==> config.mk <==
export PLATFORM = sky130hd
export DESIGN_NAME = sarc_top
export DESIGN_NICKNAME = d
export VERILOG_FILES = /design/src/common/sarc_pkg.sv /design/src/common/sarc_stream_if.sv /design/src/design/sarc_fifo.sv /design/src/design/sarc_top.sv
export SDC_FILE = /design/constraint.sdc
export NUM_CORES = 2
export LEC_CHECK = 0
export ABC_AREA = 1
export BUFFER_PORTS_ARGS = -buffer_cell sky130_fd_sc_hd__buf_4
export CAP_MARGIN = 20
export CORE_MARGIN = 1.5
export CORE_UTILIZATION = 60
export CTS_BUF_LIST = sky130_fd_sc_hd__clkbuf_16
export CTS_CLUSTER_DIAMETER = 80
export DETAILED_ROUTE_END_ITERATION = 12
export GPL_ROUTABILITY_DRIVEN = 0
export PLACE_DENSITY_LB_ADDON = 0.05
export SETUP_SLACK_MARGIN = 0.02
export SLEW_MARGIN = 10
export SYNTH_ARGS = -nofsm -noshare
export SYNTH_HDL_FRONTEND = slang
export SYNTH_HIERARCHICAL = 1
export SYNTH_SLANG_ARGS = --single-unit
==> constraint.sdc <==
create_clock -name i_clk -period 19.2 [get_ports i_clk]
set_input_delay 0.96 -clock i_clk [delete_from_list [all_inputs] [get_ports i_clk]]
set_output_delay 0.96 -clock i_clk [all_outputs]
set_load 0.02 [all_outputs]
==> src/common/sarc_pkg.sv <==
package sarc_pkg;
   // ----------------------------------------
   // Data layout
   // ----------------------------------------
   localparam int unsigned RAW_W      = 25;
   localparam int unsigned DIFF_W     = 24;
   localparam int unsigned CM_W       = 8;
   localparam int unsigned WORD_W     = 32;
   localparam int unsigned GAIN_W     = 16;
   localparam int unsigned GAIN_SHIFT = 15;
   localparam int unsigned AVG_N_W    = 5;
   localparam int unsigned ACC_W      = 41;
   localparam int unsigned FIFO_DEPTH = 32;
   localparam logic [23:0] DIFF_MAX   = 24'h7fffff;
   localparam logic [23:0] DIFF_MIN   = 24'h800000;
   localparam logic [15:0] GAIN_UNITY = 16'h8000;
   localparam logic [31:0] OUT_RESET  = 32'h00000000;
   // ----------------------------------------
   // Timing
   // ----------------------------------------
   localparam int unsigned CLK_PERIOD_NS = 100;
   localparam int unsigned CONV_TIME_NS  = 300;
   localparam int unsigned CONV_CYCLES   =
      (CONV_TIME_NS + CLK_PERIOD_NS - 1) / CLK_PERIOD_NS;
   // ----------------------------------------
   // Sequencer states
   // ----------------------------------------
   typedef enum logic [3:0] {
      ST_ACQ  = 4'b0001,
      ST_CONV = 4'b0010,
      ST_PROC = 4'b0100,
      ST_PUSH = 4'b1000
   } sarc_state_e;
endpackage

==> src/common/sarc_stream_if.sv <==
`timescale 1ns/100ps
`default_nettype none
interface sarc_stream_if #(parameter int unsigned W = 32);
   logic         valid;
   logic         ready;
   logic [W-1:0] data;
   modport src (output valid, output data, input ready);
   modport snk (input valid, input data, output ready);
endinterface
`default_nettype wire

==> src/design/sarc_fifo.sv <==
`timescale 1ns/100ps
`default_nettype none
module sarc_fifo #(
   parameter int unsigned W     = 32,
   parameter int unsigned DEPTH = 32
) (
   input wire logic    i_clk,
   input wire logic    i_srst,
   sarc_stream_if.snk  s_in,
   sarc_stream_if.src  s_out
);
   localparam int unsigned AW = $clog2(DEPTH);

   logic [W-1:0]  mem_reg [DEPTH];
   logic [AW-1:0] wr_reg, wr_next, rd_reg, rd_next;
   logic [AW:0]   cnt_reg, cnt_next;
   logic          push, pop;

   assign s_in.ready  = (cnt_reg != (AW+1)'(DEPTH));
   assign s_out.valid = (cnt_reg != '0);
   assign s_out.data  = mem_reg[rd_reg];

   always_comb begin
      push     = s_in.valid && s_in.ready;
      pop      = s_out.valid && s_out.ready;
      wr_next  = push ? AW'(wr_reg + 1'b1) : wr_reg;
      rd_next  = pop ? AW'(rd_reg + 1'b1) : rd_reg;
      cnt_next = cnt_reg;
      if (push && !pop) begin
         cnt_next = cnt_reg + 1'b1;
      end else if (pop && !push) begin
         cnt_next = cnt_reg - 1'b1;
      end
   end

   always_ff @(posedge i_clk) begin
      if (push) begin
         mem_reg[wr_reg] <= s_in.data;
      end
      if (i_srst) begin
         wr_reg  <= '0;
         rd_reg  <= '0;
         cnt_reg <= '0;
      end else begin
         wr_reg  <= wr_next;
         rd_reg  <= rd_next;
         cnt_reg <= cnt_next;
      end
   end
endmodule
`default_nettype wire

==> src/design/sarc_top.sv <==
`timescale 1ns/100ps
`default_nettype none
// What this block does
// - Sequencer alternates between acquisition and conversion phases.
// - Host rising edge on convert_start begins a conversion; device starts on it.
// - Busy rises on the same detected convert_start rising edge.
// - Busy falls when the conversion completes and its result is stored, or added to a partial average.
// - Each conversion yields a 24-bit difference code and 8-bit common-mode code.
// - Result is optionally processed, then latched into the output register.
// - Output register is shifted out on the serial data lane for the host.
// - Difference code is twos complement.
// - Default mapping: full range onto 2^24 codes, 0x800000 to 0x7fffff.
// - Zero difference gives 0x000000; one step up 0x000001, down 0xffffff.
// - Offset and gain results beyond signed 24-bit range saturate at limits.
// - Gain at or below 64/65 of unity converts inputs up to 65/64 reference unsaturated.
// - No pipeline latency: each result belongs to the conversion just started.
// - First conversion after leaving power-down is already valid.
// - Offset, gain and averaging each switch on or off by configuration.
// - With chip select low, the result shifts out on falling serial clock edges.
module sarc_top #(
   parameter int unsigned FIFO_DEPTH = sarc_pkg::FIFO_DEPTH
) (
   input  wire logic                        i_clk,
   input  wire logic                        i_srst,
   input  wire logic                        i_convert_start,
   input  wire logic                        i_power_down,
   input  wire logic                        i_cs_n,
   input  wire logic                        i_sck,
   input  wire logic signed [24:0]          i_sample_diff,
   input  wire logic [7:0]                  i_sample_cm,
   input  wire logic                        i_offset_en,
   input  wire logic [23:0]                 i_offset,
   input  wire logic                        i_gain_en,
   input  wire logic [15:0]                 i_gain,
   input  wire logic                        i_avg_en,
   input  wire logic [4:0]                  i_avg_log2,
   output logic                             o_busy,
   output logic                             o_sdo
);
   localparam int unsigned WW = sarc_pkg::WORD_W;

   // ----------------------------------------
   // Pin synchronisers: convert, power-down, cs, sck
   // ----------------------------------------
   logic [3:0] s1_reg, s2_reg, s3_reg;
   logic       cnv_rise, pd_s, cs_fall, cs_low, sck_fall;

   always_ff @(posedge i_clk) begin
      if (i_srst) begin
         s1_reg <= 4'h6;
         s2_reg <= 4'h6;
         s3_reg <= 4'h6;
      end else begin
         s1_reg <= {i_sck, i_cs_n, i_power_down, i_convert_start};
         s2_reg <= s1_reg;
         s3_reg <= s2_reg;
      end
   end

   assign cnv_rise = s2_reg[0] && !s3_reg[0];
   assign pd_s     = s2_reg[1];
   assign cs_fall  = !s2_reg[2] && s3_reg[2];
   assign cs_low   = !s2_reg[2];
   assign sck_fall = !s2_reg[3] && s3_reg[3];

   // ----------------------------------------
   // Saturation to signed 24 bits
   // ----------------------------------------
   function automatic logic [23:0] sat24(input logic signed [41:0] v);
      if (v > 42'sh7fffff) begin
         sat24 = sarc_pkg::DIFF_MAX;
      end else if (v < -42'sh800000) begin
         sat24 = sarc_pkg::DIFF_MIN;
      end else begin
         sat24 = v[23:0];
      end
   endfunction

   // ----------------------------------------
   // Conversion sequencer
   // ----------------------------------------
   sarc_pkg::sarc_state_e state_reg, state_next;
   logic [3:0]            cnt_reg, cnt_next;
   logic                  busy_reg, busy_next;
   logic signed [24:0]    raw_reg, raw_next;
   logic [7:0]            cm_reg, cm_next;
   logic [WW-1:0]         word_reg, word_next;
   logic signed [40:0]    acc_reg, acc_next;
   logic [16:0]           nblk_reg, nblk_next;
   logic signed [41:0]    gained, offs;
   logic [23:0]           proc_diff;
   logic signed [40:0]    acc_sum;
   logic                  fifo_in_ready;

   sarc_stream_if #(.W(WW)) fin ();
   sarc_stream_if #(.W(WW)) fout ();

   assign fin.valid     = (state_reg == sarc_pkg::ST_PUSH);
   assign fin.data      = word_reg;
   assign fifo_in_ready = fin.ready;

   always_comb begin
      gained = 42'(raw_reg);
      if (i_gain_en) begin
         // Unsigned gain, unity at half scale
         gained = 42'(($signed(42'(raw_reg)) * $signed({26'h0, i_gain}))
                  >>> sarc_pkg::GAIN_SHIFT);
      end
      offs = 42'(sat24(gained));
      offs = $signed({{18{offs[23]}}, offs[23:0]});
      if (i_offset_en) begin
         offs = offs + $signed({{18{i_offset[23]}}, i_offset});
      end
      proc_diff = sat24(offs);
      acc_sum   = acc_reg + $signed({{17{proc_diff[23]}}, proc_diff});
   end

   always_comb begin
      state_next = state_reg;
      cnt_next   = cnt_reg;
      busy_next  = busy_reg;
      raw_next   = raw_reg;
      cm_next    = cm_reg;
      word_next  = word_reg;
      acc_next   = acc_reg;
      nblk_next  = nblk_reg;
      case (state_reg)
         sarc_pkg::ST_ACQ: begin
            // Track and hold; power-down only holds off edges, keeping any partial average
            if (cnv_rise && !pd_s) begin
               state_next = sarc_pkg::ST_CONV;
               busy_next  = 1'b1;
               cnt_next   = 4'(sarc_pkg::CONV_CYCLES - 1);
               raw_next   = i_sample_diff;
               cm_next    = i_sample_cm;
            end
         end
         sarc_pkg::ST_CONV: begin
            if (cnt_reg == 4'h0) begin
               state_next = sarc_pkg::ST_PROC;
            end else begin
               cnt_next = cnt_reg - 4'h1;
            end
         end
         sarc_pkg::ST_PROC: begin
            if (i_avg_en) begin
               if (17'(nblk_reg + 1'b1) == (17'h1 << i_avg_log2)) begin
                  word_next  = {24'(acc_sum >>> i_avg_log2), cm_reg};
                  acc_next   = '0;
                  nblk_next  = '0;
                  state_next = sarc_pkg::ST_PUSH;
               end else begin
                  acc_next   = acc_sum;
                  nblk_next  = 17'(nblk_reg + 1'b1);
                  busy_next  = 1'b0;
                  state_next = sarc_pkg::ST_ACQ;
               end
            end else begin
               word_next  = {proc_diff, cm_reg};
               acc_next   = '0;
               nblk_next  = '0;
               state_next = sarc_pkg::ST_PUSH;
            end
         end
         sarc_pkg::ST_PUSH: begin
            // A full buffer stalls here and holds busy high
            if (fifo_in_ready) begin
               busy_next  = 1'b0;
               state_next = sarc_pkg::ST_ACQ;
            end
         end
         default: begin
            state_next = sarc_pkg::ST_ACQ;
            busy_next  = 1'b0;
         end
      endcase
   end

   always_ff @(posedge i_clk) begin
      if (i_srst) begin
         state_reg <= sarc_pkg::ST_ACQ;
         cnt_reg   <= '0;
         busy_reg  <= 1'b0;
         raw_reg   <= '0;
         cm_reg    <= '0;
         word_reg  <= sarc_pkg::OUT_RESET;
         acc_reg   <= '0;
         nblk_reg  <= '0;
      end else begin
         state_reg <= state_next;
         cnt_reg   <= cnt_next;
         busy_reg  <= busy_next;
         raw_reg   <= raw_next;
         cm_reg    <= cm_next;
         word_reg  <= word_next;
         acc_reg   <= acc_next;
         nblk_reg  <= nblk_next;
      end
   end

   assign o_busy = busy_reg;

   sarc_fifo #(.W(WW), .DEPTH(FIFO_DEPTH)) u_fifo (
      .i_clk  (i_clk),
      .i_srst (i_srst),
      .s_in   (fin.snk),
      .s_out  (fout.src)
   );

   // ----------------------------------------
   // Serial output: load at cs fall, shift on sck fall
   // ----------------------------------------
   logic [WW-1:0] out_reg, out_next, shift_reg, shift_next;
   logic          sdo_reg, sdo_next;

   // Empty buffer at frame start resends the last result
   assign fout.ready = cs_fall;

   always_comb begin
      out_next   = out_reg;
      shift_next = shift_reg;
      sdo_next   = sdo_reg;
      if (cs_fall) begin
         if (fout.valid) begin
            out_next = fout.data;
         end
         sdo_next   = out_next[WW-1];
         shift_next = {out_next[WW-2:0], 1'b0};
      end else if (cs_low && sck_fall) begin
         sdo_next   = shift_reg[WW-1];
         shift_next = {shift_reg[WW-2:0], 1'b0};
      end
   end

   always_ff @(posedge i_clk) begin
      if (i_srst) begin
         out_reg   <= sarc_pkg::OUT_RESET;
         shift_reg <= '0;
         sdo_reg   <= 1'b0;
      end else begin
         out_reg   <= out_next;
         shift_reg <= shift_next;
         sdo_reg   <= sdo_next;
      end
   end

   assign o_sdo = sdo_reg;
endmodule
`default_nettype wire

==> impl_results.md <==
- Outcome: complete, no violations
- Dominant cell type by area after synthesis: edfxtp_1
- Async SR Flop Fraction: 0%
- Final std cells w/o fill: between 9000 and 10000
- Max Freq: 0.0732 GHz
- ANT nets after route: 0
- H-tree depth: 4
- Vias per cell: 5.77
- Largest net degree at the start of global routing: 257
- Gr ovfl total: 0
- R2R Path Start: raw_reg[24]
- Share of cells above drive strength 1: 5.77%
- Netlist cell types: 52
- Post-synth net total: 8891
- CTS tree: done
- Sequential share of the synthesized area: between 40% and 50%
- Endpoints failing hold: 0
- Wire per inst: ~21 um
- Most frequent cell after synthesis: nand2_1
- Total global routing track utilization: between 30% and 40%
- Std-Cell Rows: roughly 130
- Unrepaired setup endpoints after global routing: no
- Final period util: 71.1%
- Initial DRC Count: ~6000
- Max transition margin: between 3 and 4%
- Initial Util: about 60%
- Yosys Warn Count: 6
- Hold Crit Start: i_power_down
- Clock sink count: about 1300
- Gate Count Post-Synth: 8233
- Min Tclk post-route: 13660 ps
- Setup violations, final: 0
- CTS resizes: 0
- M3 GR Usage: approximately 4.7%
- Global Route met1 Usage: 44.8%
- Fin nets: 8783
- Crit-path slowest cell: dfxtp_1
- CP endpoint kind: register
- # hold bufs at CTS: 0
- TritonRoute pass-1 iters: 7
- Worst reg2reg endpoint: fin.data[24]
- Full die area: 124000 sq um
- Worst Hold End: s1_reg[1]
- Clock Path Buffers: 3
- CTS buffer count: roughly 130
- Post-synth EDFFs: approximately 1000
- Critical Path AT: between 10000 and 15000 ps
- Slew Viols, Final: 0
- Number of global-route vias before repair: 55500
- CP required: 19870 ps
- Postcts setup bufs: 0
- Area delta synth->final: 7.98%
- Core area: 122000 sq um
- Io pins: 89
- Via count: 56900
- Height of the die: about 350 um
- CP startpoint kind: register
- First-pass GRT wire length: 316000 um
- Clk_skew: just over 50 ps
- R2r setup slk: 5540 ps
- Most frequent CP cell: nand2_1
- Layout Utilization: 65.2%
- Worst slew pin tran: 1440 ps
- IO buf count: 88
- Hold path depth: 2
- Worst-path clk slew: 60 ps
- DP Wirelength: 128000 um
- Critical Path Max Stage Delay: 860 ps
- Initial antenna violation count: 0
- Top post-synthesis cells by area: edfxtp_1 (42%), nand2_1 (14%), fa_1 (11%)
- GRT Max-Usage Layer: met2
- Worst Hold Class: in2reg
- Hold slack final: slightly below 400 ps
- Mean area per synthesized cell: 8.91 sq um
- Met2 Use GR: a little over half
- Synthesized flop and latch total: 1252
- CP max FO: 31
- Max-cap violations: 0
- Setup_tns: 0 ps
- Max reg flops: 1024
- Post-placement cell count: 9606
- R2R depth: around 60
- Ys flop type: edfxtp_1
- Synth cell count leaders: nand2_1 (2723), nand3_1 (1084), edfxtp_1 (1024), inv_1 (891), fa_1 (392)
- Overall routed net length: 203000 um
- Mapped Area: 73400 sq um
- Residual DRC: 0
- CP Class: reg2reg
- Worst-skew pair later-pin latency: slightly below 800 ps
- Die Span X: about 350 um
- Post-synth top area share: a little over two fifths
- Clock root buffer: clkbuf_16
worst max-delay path: cells and delay by family (launching register included):
| family | cells | cell delay, ps |
|---|---|---|
| adders and majority gates | 9 | 4370 |
| DFF | 1 | 860 |
| and+or+nand+nor | 36 | 6240 |
| buffers and inverters | 10 | 1140 |
| AOI/OAI and AO/OA | 4 | 940 |
per-stage QoR:
stage	instance area, sq um	setup slack (ps)
floorplan	73400	7590
global placement	74600	5790
detailed placement	74700	5600
CTS	79100	5820
global route	79200	4520
finish	79200	5540
layout make-up:
cell class | count | area (sq um)
clock buffer | 134 | 3350
tap | 1625 | 2030
timing repair buffer | 210 | 1710
multi-input combinational | 5615 | 32300
sequential | 1252 | 35300
clock inverter | 105 | 1050
antenna | 1 | 2.50
inverter | 913 | 3460
fill | 9974 | 42300
logic make-up (layout without fill, tap and decap cells):
family / count (synthesis) / after routing / synth area share [%]
other: 0 / 1 / 0
and+or+nand+nor: 4285 / 4285 / 24.2
buffers and inverters: 1366 / 1362 / 8.09
DFF: 1252 / 1252 / 48.1
xor gates and xnor gates: 68 / 68 / 0.812
muxes: 1 / 1 / 0.0136
adders and majority gates: 571 / 571 / 13.7
AOI/OAI and AO/OA: 690 / 690 / 5.02
routing by layer:
| layer | up-vias | wire (um) |
|---|---|---|
| li1 | 26600 | - |
| met2 | 2517 | 95200 |
| met5 | - | 0 |
| met1 | 27300 | 83800 |
| met4 | 0 | 7890 |
| met3 | 486 | 16400 |
worst max-delay path by stage:
stage,from,to
floorplan,i_gain[3],fin.data[10]
global placement,i_gain[2],fin.data[24]
detailed placement,i_gain[2],fin.data[24]
CTS,raw_reg[24],fin.data[24]
global route,raw_reg[24],fin.data[24]
finish,raw_reg[24],fin.data[24]
layout by cell type (no fill, tap or decap), types with 43 or more instances in the layout:
| master | instances |
|---|---|
| a21oi_1 | 308 |
| a31oi_1 | 52 |
| buf_4 | 197 |
| clkbuf_16 | 134 |
| dfxtp_1 | 222 |
| edfxtp_1 | 1024 |
| fa_1 | 392 |
| ha_1 | 179 |
| inv_1 | 924 |
| nand2_1 | 2720 |
| nand3_1 | 1084 |
| nor2_1 | 336 |
| o21ai_0 | 251 |
| xor2_1 | 43 |
Power is not shown: default switching activity piles up to over one toggle a cycle in this logic, so the estimate is an artifact.
